[src/core/lrms_consts.svh]
// Constants for the display reset and operating-mode sequencer.
// Assumes a 50 MHz core clock and a 32-bit classic Wishbone slave port.
//
// Overview of operation
// - Power-on waits about 5 ms, then resets
// - Reset command or low pin starts reset
// - Reset sets Reset mode and default registers
// - Mode code: 00 Reset, 10 Sleep, 11 Normal
// - Clock, drivers and pump run only in Normal
// - Drain circuit on in Reset and Sleep
// - Only resets and display enable change mode
// - Driver enable bit picks Sleep or Normal
// - Display enable changes mode on internal clock; host waits 10 us
// - Sleep keeps user register values
// - Drivers idle until panel and bias ready
// - No panel drain without internal panel supply
`ifndef LRMS_CONSTS_SVH
`define LRMS_CONSTS_SVH

// ==========================================================
// Timing
`define LRMS_CLK_MHZ 50
`define LRMS_POR_WAIT_US 5000
`define LRMS_POR_WAIT_CYC (`LRMS_POR_WAIT_US * `LRMS_CLK_MHZ)
`define LRMS_TICK_DIV 50

// ==========================================================
// Register offsets (byte addresses)
`define LRMS_CMD_OFS 8'h00
`define LRMS_CONFIG_OFS 8'h04
`define LRMS_STATUS_OFS 8'h08

// ==========================================================
// Field positions
`define LRMS_CMD_SYSRST_BIT 0
`define LRMS_CMD_DISPWR_BIT 1
`define LRMS_CMD_DISPVAL_BIT 2
`define LRMS_DC_DRVEN_BIT 2

// ==========================================================
// Mode codes and reset values
`define LRMS_MODE_RESET 2'h0
`define LRMS_MODE_SLEEP 2'h2
`define LRMS_MODE_NORMAL 2'h3
`define LRMS_BIAS_RST 2'h0
`define LRMS_POT_RST 8'h40
`define LRMS_INTSUP_RST 1'h1
`define LRMS_DC_RST 3'h0

`endif

[src/core/lrms_pkg.sv]
// Types shared by the sequencer and its surroundings.
// Assumes the constants header is compiled alongside.
package lrms_pkg;

   // ==========================================================
   // Power resource controls, all registered
   typedef struct packed {
      logic intClkRun;     // Internal clock running
      logic rowDrivers;    // Row drivers active
      logic columnDrivers; // Column drivers active
      logic chargePump;    // Charge pump on
      logic panelDrain;    // Panel supply drain on
      logic biasDrain;     // Bias capacitor drain on
   } lrms_power_type;

   // ==========================================================
   // User-written control settings
   typedef struct packed {
      logic [1:0] biasRatioSetting;   // Bias ratio
      logic [7:0] contrastPotSetting; // Contrast potentiometer
      logic intPanelSupply;           // Internal panel supply in use
      logic [2:0] displayCtrlField;   // Display control bits
   } lrms_setting_type;

   // ==========================================================
   // Sequencer states
   typedef enum logic [1:0] {
      ST_POR_WAIT,
      ST_SYS_RESET,
      ST_RUN
   } lrms_state_type;

   // Register select decode
   typedef enum logic [1:0] {
      SEL_CMD,
      SEL_CONFIG,
      SEL_STATUS,
      SEL_NONE
   } lrms_sel_type;

endpackage

[src/core/lrms_sequencer.sv]
// Reset and operating-mode sequencer with a classic Wishbone slave.
// Assumes one 50 MHz clock; reset_n is the logic-supply power-on reset,
// the reset pin and analog ready flags arrive asynchronously.
`timescale 1ns/10ps
`default_nettype none
`include "lrms_consts.svh"

module lrms_sequencer #(
   parameter int POR_WAIT_CYC = `LRMS_POR_WAIT_CYC,
   parameter int TICK_DIV = `LRMS_TICK_DIV
) (
   input wire logic core_clk,
   input wire logic reset_n,
   input wire logic wb_cyc_i,
   input wire logic wb_stb_i,
   input wire logic wb_we_i,
   input wire logic [7:0] wb_adr_i,
   input wire logic [31:0] wb_dat_i,
   input wire logic [3:0] wb_sel_i,
   output logic [31:0] wb_dat_o,
   output logic wb_ack_o,
   input wire logic resetPinN,
   input wire logic panelVoltReady,
   input wire logic biasVoltReady,
   output logic [1:0] opModeCode,
   output lrms_pkg::lrms_power_type powerCtl,
   output lrms_pkg::lrms_setting_type settings
);
   import lrms_pkg::*;

   localparam int PW = $clog2(POR_WAIT_CYC + 1);
   localparam int TW = $clog2(TICK_DIV + 1);

   // ==========================================================
   // Helper functions

   // Address decode, shared by read and write paths
   function automatic lrms_sel_type regSel(input logic [7:0] adr);
      lrms_sel_type s;
      s = SEL_NONE;
      if (adr == `LRMS_CMD_OFS) begin
         s = SEL_CMD;
      end else if (adr == `LRMS_CONFIG_OFS) begin
         s = SEL_CONFIG;
      end else if (adr == `LRMS_STATUS_OFS) begin
         s = SEL_STATUS;
      end
      return s;
   endfunction

   // Factory defaults of every control register
   function automatic lrms_setting_type defaults();
      lrms_setting_type d;
      d.biasRatioSetting = `LRMS_BIAS_RST;
      d.contrastPotSetting = `LRMS_POT_RST;
      d.intPanelSupply = `LRMS_INTSUP_RST;
      d.displayCtrlField = `LRMS_DC_RST;
      return d;
   endfunction

   // ==========================================================
   // Input synchronisers: three stages each
   // Bit 0 reset pin, bit 1 panel ready, bit 2 bias ready
   logic [2:0] syncA_q; // First stage, read only by second
   logic [2:0] syncB_q; // Second stage
   logic [2:0] syncC_q; // Third stage
   logic [2:0] pinFilt_q; // Accepted levels
   logic [2:0] pinFilt_d;

   // Change accepted only once stages two and three agree
   always_comb begin
      for (int i = 0; i < 3; i++) begin
         pinFilt_d[i] = (syncB_q[i] == syncC_q[i]) ? syncC_q[i]
                                                    : pinFilt_q[i];
      end
   end

   // Sync registers; pin idles high, ready flags idle low
   always_ff @(posedge core_clk or negedge reset_n) begin
      if (!reset_n) begin
         syncA_q <= 3'h1;
         syncB_q <= 3'h1;
         syncC_q <= 3'h1;
         pinFilt_q <= 3'h1;
      end else begin
         syncA_q <= {biasVoltReady, panelVoltReady, resetPinN};
         syncB_q <= syncA_q;
         syncC_q <= syncB_q;
         pinFilt_q <= pinFilt_d;
      end
   end

   logic pinResetLow; // Reset pin held low, clean
   logic panelRdy;    // Panel voltage ready, clean
   logic biasRdy;     // Bias voltage ready, clean
   assign pinResetLow = ~pinFilt_q[0];
   assign panelRdy = pinFilt_q[1];
   assign biasRdy = pinFilt_q[2];

   // ==========================================================
   // Internal clock edge divider
   logic [TW-1:0] tickCnt_q;
   logic [TW-1:0] tickCnt_d;
   logic tick; // One-cycle internal clock edge

   // Free-running so mode updates still land while asleep
   always_comb begin
      tick = (tickCnt_q == TW'(TICK_DIV - 1));
      tickCnt_d = tick ? '0 : tickCnt_q + TW'(1);
   end

   // Divider register
   always_ff @(posedge core_clk or negedge reset_n) begin
      if (!reset_n) begin
         tickCnt_q <= '0;
      end else begin
         tickCnt_q <= tickCnt_d;
      end
   end

   // ==========================================================
   // Wishbone slave
   logic wbReq;       // Request present
   logic ack_q;
   logic ack_d;
   logic [31:0] rdat_q;
   logic [31:0] rdat_d;
   logic wrStrobe;    // Write lands at acknowledged edge
   lrms_sel_type sel; // Decoded register
   logic [31:0] statusWord;

   assign wbReq = wb_cyc_i & wb_stb_i;
   assign sel = regSel(wb_adr_i);
   assign wrStrobe = wbReq & wb_we_i & ack_q;

   logic cmdWr;    // Write to command register, low byte
   logic cmdSysRst; // System reset command
   logic cmdDisp;  // Display enable command
   assign cmdWr = wrStrobe & (sel == SEL_CMD) & wb_sel_i[0];
   assign cmdSysRst = cmdWr & wb_dat_i[`LRMS_CMD_SYSRST_BIT];
   assign cmdDisp = cmdWr & wb_dat_i[`LRMS_CMD_DISPWR_BIT];

   // Answer one cycle after request; unmapped reads zero
   always_comb begin
      ack_d = wbReq & ~ack_q;
      rdat_d = rdat_q;
      if (wbReq & ~ack_q) begin
         case (sel)
            SEL_CONFIG: begin
               rdat_d = {15'h0000, settings.intPanelSupply,
                         settings.contrastPotSetting,
                         6'h00, settings.biasRatioSetting};
            end
            SEL_STATUS: begin
               rdat_d = statusWord;
            end
            default: begin
               // Command register is write-only strobes
               rdat_d = 32'h00000000;
            end
         endcase
      end
   end

   // Bus answer registers
   always_ff @(posedge core_clk or negedge reset_n) begin
      if (!reset_n) begin
         ack_q <= 1'b0;
         rdat_q <= 32'h00000000;
      end else begin
         ack_q <= ack_d;
         rdat_q <= rdat_d;
      end
   end

   assign wb_ack_o = ack_q;
   assign wb_dat_o = rdat_q;

   // ==========================================================
   // Sequencer: power-on wait, system reset, mode control
   lrms_state_type st_q;
   lrms_state_type st_d;
   logic [PW-1:0] porCnt_q;
   logic [PW-1:0] porCnt_d;
   logic [1:0] mode_q;
   logic [1:0] mode_d;
   logic pend_q; // Display enable seen, mode not yet updated
   logic pend_d;
   lrms_setting_type set_q;
   lrms_setting_type set_d;
   logic sysReq; // Any system reset source

   always_comb begin
      st_d = st_q;
      porCnt_d = porCnt_q;
      mode_d = mode_q;
      pend_d = pend_q;
      set_d = set_q;
      sysReq = pinResetLow | cmdSysRst;
      case (st_q)
         ST_POR_WAIT: begin
            // Supply settling; commands are ignored here
            if (porCnt_q == PW'(POR_WAIT_CYC - 1)) begin
               st_d = ST_SYS_RESET;
            end else begin
               porCnt_d = porCnt_q + PW'(1);
            end
         end
         ST_SYS_RESET: begin
            // Leave once the pin is up and a clock edge passes
            if (!pinResetLow && tick) begin
               st_d = ST_RUN;
            end
         end
         ST_RUN: begin
            // Apply pending mode on an internal clock edge
            if (pend_q && tick) begin
               mode_d = set_q.displayCtrlField[`LRMS_DC_DRVEN_BIT]
                        ? `LRMS_MODE_NORMAL : `LRMS_MODE_SLEEP;
               pend_d = 1'b0;
            end
            // Config write keeps mode unchanged
            if (wrStrobe && sel == SEL_CONFIG) begin
               if (wb_sel_i[0]) begin
                  set_d.biasRatioSetting = wb_dat_i[1:0];
               end
               if (wb_sel_i[1]) begin
                  set_d.contrastPotSetting = wb_dat_i[15:8];
               end
               if (wb_sel_i[2]) begin
                  set_d.intPanelSupply = wb_dat_i[16];
               end
            end
            // New command beats a same-cycle apply
            if (cmdDisp) begin
               set_d.displayCtrlField[`LRMS_DC_DRVEN_BIT] =
                  wb_dat_i[`LRMS_CMD_DISPVAL_BIT];
               pend_d = 1'b1;
            end
         end
         default: begin
            st_d = ST_SYS_RESET;
         end
      endcase
      // Reset entry overrides everything outside power-on wait
      if (sysReq && st_q != ST_POR_WAIT) begin
         st_d = ST_SYS_RESET;
         mode_d = `LRMS_MODE_RESET;
         set_d = defaults();
         pend_d = 1'b0;
      end
   end

   // Sequencer registers; Sleep never touches settings
   always_ff @(posedge core_clk or negedge reset_n) begin
      if (!reset_n) begin
         st_q <= ST_POR_WAIT;
         porCnt_q <= '0;
         mode_q <= `LRMS_MODE_RESET;
         pend_q <= 1'b0;
         set_q <= '{`LRMS_BIAS_RST, `LRMS_POT_RST,
                    `LRMS_INTSUP_RST, `LRMS_DC_RST};
      end else begin
         st_q <= st_d;
         porCnt_q <= porCnt_d;
         mode_q <= mode_d;
         pend_q <= pend_d;
         set_q <= set_d;
      end
   end

   assign opModeCode = mode_q;
   assign settings = set_q;

   // ==========================================================
   // Power resource controls
   lrms_power_type pwr_q;
   lrms_power_type pwr_d;
   logic isNormal;

   // Resources follow the mode; drivers also wait for ready
   always_comb begin
      isNormal = (mode_q == `LRMS_MODE_NORMAL);
      pwr_d.intClkRun = isNormal;
      pwr_d.chargePump = isNormal;
      // Drivers held idle until voltages are back
      pwr_d.rowDrivers = isNormal & panelRdy & biasRdy;
      pwr_d.columnDrivers = isNormal & panelRdy & biasRdy;
      pwr_d.biasDrain = ~isNormal;
      // Only the internal panel supply is drained by the system
      pwr_d.panelDrain = ~isNormal & set_q.intPanelSupply;
   end

   // Power registers; drains on from power-up for safety
   always_ff @(posedge core_clk or negedge reset_n) begin
      if (!reset_n) begin
         pwr_q <= '{1'b0, 1'b0, 1'b0, 1'b0, 1'b1, 1'b1};
      end else begin
         pwr_q <= pwr_d;
      end
   end

   assign powerCtl = pwr_q;

   // ==========================================================
   // Status word
   assign statusWord = {13'h0000, set_q.displayCtrlField,
                        6'h00, pend_q, (st_q != ST_RUN),
                        biasRdy, panelRdy,
                        pwr_q.panelDrain, pwr_q.chargePump,
                        pwr_q.rowDrivers, pwr_q.intClkRun,
                        mode_q};

endmodule
`default_nettype wire

[config.mk]
export PLATFORM = sky130hd
export DESIGN_NAME = lrms_sequencer
export DESIGN_NICKNAME = d
export VERILOG_FILES = /design/src/core/lrms_pkg.sv /design/src/core/lrms_sequencer.sv
export VERILOG_INCLUDE_DIRS = /design/src /design/src/core
export SDC_FILE = /design/constraint.sdc
export NUM_CORES = 1
export LEC_CHECK = 0
export ABC_CLOCK_PERIOD_IN_PS = 2410
export BUFFER_PORTS_ARGS = -buffer_cell sky130_fd_sc_hd__buf_2
export CORE_ASPECT_RATIO = 0.8
export CORE_MARGIN = 2
export CORE_UTILIZATION = 50
export CTS_CLUSTER_SIZE = 12
export DETAILED_ROUTE_END_ITERATION = 16
export GPL_ROUTABILITY_DRIVEN = 0
export GPL_TIMING_DRIVEN = 0
export PLACE_DENSITY = 0.82
export SETUP_SLACK_MARGIN = 0.4
export SLEW_MARGIN = 10
export SYNTH_ARGS = -nofsm -noshare
export SYNTH_HDL_FRONTEND = slang
export SYNTH_SLANG_ARGS = --single-unit
[constraint.sdc]
create_clock -name core_clk -period 2.41 [get_ports core_clk]
set_input_delay 0.482 -clock core_clk [delete_from_list [all_inputs] [get_ports core_clk]]
set_output_delay 0.482 -clock core_clk [all_outputs]
set_load 0.05 [all_outputs]
-- Yosys cells after proc, flatten, opt, wreduce, memory -nomap -nowiden
Index checks and enable logic that the tools add are counted.
- muxes and demuxes: 24
- equal/unequal tests: 16
- add/subtract/negate cells: 2
- bitwise logic cells: 16
- reduce and logical (&&, ||, !) cells: 24
- operators with widths (operator ; number):
    $pmux 19 s2 ; 1
    $add 18x1->18 const B ; 1
    $eq 18x18->1 const B ; 1
    $mux 2 ; 9
    $reduce_bool 2->1 ; 8
    $mux 14 ; 1
    $mux 12 ; 1
    $reduce_and 3->1 ; 4
    $and 1x1->1 ; 11
    $mux 11 ; 1
    $eq 8x3->1 const B ; 1
    $eq 8x4->1 const B ; 1
    $logic_not 8->1 ; 1
    $mux 1 ; 8
    $mux 8 ; 1
    $reduce_and 2->1 ; 4
    $add 6x1->6 const B ; 1
    $eq 2x2->1 const B ; 3
    $eq 6x6->1 const B ; 1
    $mux 6 ; 1
    $ne 3x3->1 const B ; 2
    $pmux 2 s3 ; 1
    $eq 2x1->1 const B ; 2
    $logic_and 1x1->1 ; 4
    6 further kinds ; 13
- logic and storage cells: 103
- bits of input ports: 52
- register bits after elaboration: 90
- output and inout bits: 55

-- Logic depth before layout (Yosys ltp)
- depth after elaboration: 12
- gate-level depth with buffers: 10
- depth with buffers taken out: 9

-- Worst setup path before layout
No wires, ideal clock.
- path type: in2reg
- start point: in wb_adr_i[1]
- end point: reg set_q, in the netlist settings[4]
- data arrival time: 2.091 ns
- data required time: 2.343 ns
- cell stages on the path: 9
- setup slack: 0.252 ns
- library setup time: 0.067 ns
- buffers on the path: 0
- path through: nor4_1 -> nand2_1 -> nor2_1 -> inv_1 -> ha_1 -> nor3b_1 -> and2_1 -> o21ai_1 -> a22o_1
- word-level cells in the longest chain between the ends: 12
- elaborated cells on any way between the ends: 19
- classes of those cells: 3 x eq/ne; 4 x mux; 4 x bitwise; 8 x reduce/logical
- RTL lines (what ; line ; source):
    start, declared ; lrms_sequencer.sv:17 ; input wire logic [7:0] wb_adr_i,
    $eq 8x4->1 (no source line) ; - ;
    $mux 1 ; lrms_sequencer.sv:45 ; end else if (adr == `LRMS_STATUS_OFS) begin
    $mux 2 ; lrms_sequencer.sv:43 ; end else if (adr == `LRMS_CONFIG_OFS) begin
    $mux 2 * ; lrms_sequencer.sv:41 ; if (adr == `LRMS_CMD_OFS) begin
    $logic_not 2->1 ; lrms_sequencer.sv:139 ; assign cmdWr = wrStrobe & (sel == SEL_CMD) & wb_sel_i[0];
    $and 1x1->1 (2 in a row) ; lrms_sequencer.sv:139 ;
    $and 1x1->1 ; lrms_sequencer.sv:140 ; assign cmdSysRst = cmdWr & wb_dat_i[`LRMS_CMD_SYSRST_BIT];
    $or 1x1->1 ; lrms_sequencer.sv:199 ; sysReq = pinResetLow | cmdSysRst;
    $logic_and 1x1->1 ; lrms_sequencer.sv:246 ; if (sysReq && st_q != ST_POR_WAIT) begin
    $reduce_bool 2->1 (no source line) ; - ;
    $reduce_and 3->1 (no source line) ; - ;
    end signal, assigned ; lrms_sequencer.sv:261 ; set_q <= '{`LRMS_BIAS_RST, `LRMS_POT_RST,
    end signal, assigned ; lrms_sequencer.sv:268 ; set_q <= set_d;
    end, declared ; lrms_sequencer.sv:189 ; lrms_setting_type set_q;
Every way passes the cells marked *; elsewhere a longest branch is shown, timed or not.
A chain may end at the register's enable or synchronous reset.

-- Final worst setup path
- start point: in wb_adr_i[1]
- end point: reg set_q, in the netlist settings[6]
The elaborated chain is that of the path after synthesis.

==> flow_summary.ini <==
[setup_path]
crit_required_ps = 2640
crit_arrival_ps = 2210
cp_max_fo = 8
path_class = input port to flop
endpoint_kind = flop
worst_setup_path_start_kind = input port
r2r_slack_ps = 540

[job]
maxCapViolations = 0

[grt]
first_global_vias = 2381
overflow = 0
antenna_found_initial = 0
grt_use_total_pct = 20.8
grt_max_degree = 46
grt_pass1_wl_um = 11600

[cells_and_area]
area_growth_syn_to_layout_pct = 25.0
nets = 467
diodes = 0
fin_util_pct = 64.7
finalInstanceArea_mm2 = 0.00413
instances_no_fill = 498
drive_gt1_share_pct = 31.9

[drt]
drc = 0
vias_per_cell = 5.24
wl_met2_um = 3520
topRoutingLayerUsed = met4
drtAntennaViolNets = 0
detail_route.wl_per_cell_um = 14.4
drtPass1Iterations = 4
wl_met1_um = 3050
drtIter0Drc = 179
dr_total_vias = 2610
routed_wl_um = 7190
met3_length_um = 522

[floorplanning]
die_x_um = 94.8
core_mm2 = 0.00638
row_count = 26
io_pins = 107
die-area_mm2 = 0.00727
die_h_um = 76.7
start_util_pct = 51.8

[clock_tree]
cts_buffers = 9
clk_pin_slew_ps = 70
clock_latency_ps = 350
clock-root-buffer = clkbuf_8
cts_tree = yes
clock_path_buffers = 2
cts.sinks = 75
htreeDepth = 3
cts_hold_buffers = 0

[yosys]
yosys_warnings = 0
synth_cell_types = 41
synth_top_area_share_pct = 50.8
synth_area_per_cell_um2 = 10.6
synth_ff_type = dfrtp_1
synth_enable_flop_cells = 0
ys_ff_latch = 75
async_flop_share_pct = 100
yosysSeqAreaShare_pct = 57.2
synth_area_leader_cell = dfrtp_1
synth_area_leaders = dfrtp_1 51%, dfstp_2 6.4%, nand2_1 4.9%
synthCells = 311
netlist_area_mm2 = 0.00330

[pwr]
power_frac_comb_pct = 7.5
power_frac_clock_pct = 40.0
pwr-share-seq_pct = 52.5
p_switching_uw = 603
vdd_drop_max_mv = 0.305
p_per_area_mw_per_mm2 = 592
p_leak_uw = 0.00203
switching_share_pct = 24.7
p_int_uw = 1840

[place]
placed_cells = 480
post-place-ws_ps = -79.0
hpwl_um = 5280
portBuffers = 69
placed_area_mm2 = 0.00388

[timing]
finClkSkew_ps = 10.4
slew_violations = 0
tightest_slew_ps = 732
finalCritPeriodShare_pct = 82.1
finalSetupViolations = 0
max_slew_margin_pct = 50.8
whs_ps = 50.7
hold_violations = 0
max_freq_mhz = 505
setup_slack_ps = 431
grt_setup_unrepaired = true
period_needed_ps = 1980

[run_status]
status = finished, final reports clean

[hold_path]
hold_class = input port to asynchronous set/reset pin
## area by class of cell
type | count | area, um2
plain buffers | 27 | 180
fillers | 490 | 2250
multi-input cells | 215 | 1340
flip-flops and latches | 75 | 1890
clock buffers | 11 | 141
inverters | 9 | 33.8
clock inverters | 5 | 61.3
well taps | 84 | 105
repair buffers | 72 | 383
## cell families (layout without fill, tap and decap cells)
kind of cell	count (synthesis)	in the layout	synth area share, %
AO/OA/AOI/OAI	47	47	9.33
XOR/XNOR	19	19	5.04
adder cells (fa/ha/maj)	9	9	3.18
buffers and inverters	36	124	6.29
flip-flops	75	75	57.2
multiplexers	2	2	0.644
other	1	16	0.114
AND/OR/NAND/NOR	122	122	18.2
## registers in the layout (all words and copies together), names as in the netlist
register and flops:
opModeCode 2, pend_q 1, pinFilt_q 3, porCnt_q 18, powerCtl 4, settings 12
st_q 2, syncA_q 3, syncB_q 3, syncC_q 3, tickCnt_q 6, wb_ack_o 1
wb_dat_o 17
## placed cells by master (no fill, tap or decap), types with 4 or more instances in the layout
master    netlist  final
a21oi_1         7      7
conb_1          1     16
and3_1          6      5
nand3_1        14     14
clkbuf_8        0     10
o21ai_0        17     17
dfstp_2         8      8
xnor2_1        12     12
buf_2           1     68
xor2_1          7      7
clkbuf_1        7      8
nand4_1         5      5
a22o_1         12     12
nand2_1        43     42
inv_1           9      9
and2_1          5      4
a22oi_1         5      5
ha_1            6      5
dfrtp_1        67     67
buf_4          19     22
nor2_1         25     22
## worst max-delay path, stage by stage
cell	delay (ps)
buf_2	110
nor4_4	270
nand2_2	130
nor2_4	160
inv_1	60
ha_2	200
nor3b_4	160
and2_4	160
and3_4	170
buf_6	130
a22o_1	180
## stage by stage
step / total power [uW] / TNS, ps
floorplan: 1420 / 0
global placement: 1480 / -149
detailed placement: 1490 / -481
CTS: 2460 / 0
global route: 2540 / 0
finish: 2440 / 0
## worst paths after layout
kind / from / end / depth (start not counted)
max: wb_adr_i[1] / settings[6]$_DFFE_PN0P_ / 11
min: reset_n / wb_dat_o[11]$_DFFE_PN0P_ / 1
max reg2reg: porCnt_q[0]$_DFFE_PN0P_ / porCnt_q[1]$_DFFE_PN0P_ / 5
min reg2reg: syncA_q[0]$_DFF_PN1_ / syncB_q[0]$_DFF_PN1_ / 0
max in group asynchronous: reset_n / syncA_q[0]$_DFF_PN1_ / 2
min in group core_clk: resetPinN / syncA_q[0]$_DFF_PN1_ / 1
## metal layers
metal	up-vias	global-route usage, %
met5	-	0
met4	0	5.65
met3	12	5.30
met2	100	34.2
met1	1269	27.4
li1	1229	-
## power by group through the flow
stage	clock (uW)	sequential [uW]	combinational, uW
final	977	1280	184
after global routing	1050	1290	200
after floorplan	0	1310	105
after detailed placement	0	1310	178
after global placement	0	1310	172
after CTS	997	1280	179
## repair_timing
item,4_1_cts,5_1_grt
setup buffers,0,2
gates resized for setup,2,6
endpoints found under the setup margin,11,14
pin swaps,0,2
## synth_stat cells (all sizes together) (6+ instances only)
| master | n |
|---|---|
| and3 | 6 |
| ha | 6 |
| inv | 9 |
| xor2 | 7 |
| nand3 | 14 |
| a21oi | 7 |
| xnor2 | 12 |
| dfrtp | 67 |
| dfstp | 8 |
| buf | 20 |
| nand2 | 43 |
| clkbuf | 7 |
| nor2 | 25 |
| o21ai | 19 |
| a22o | 12 |
No activity file was read; power rests on OpenSTA's default activity.
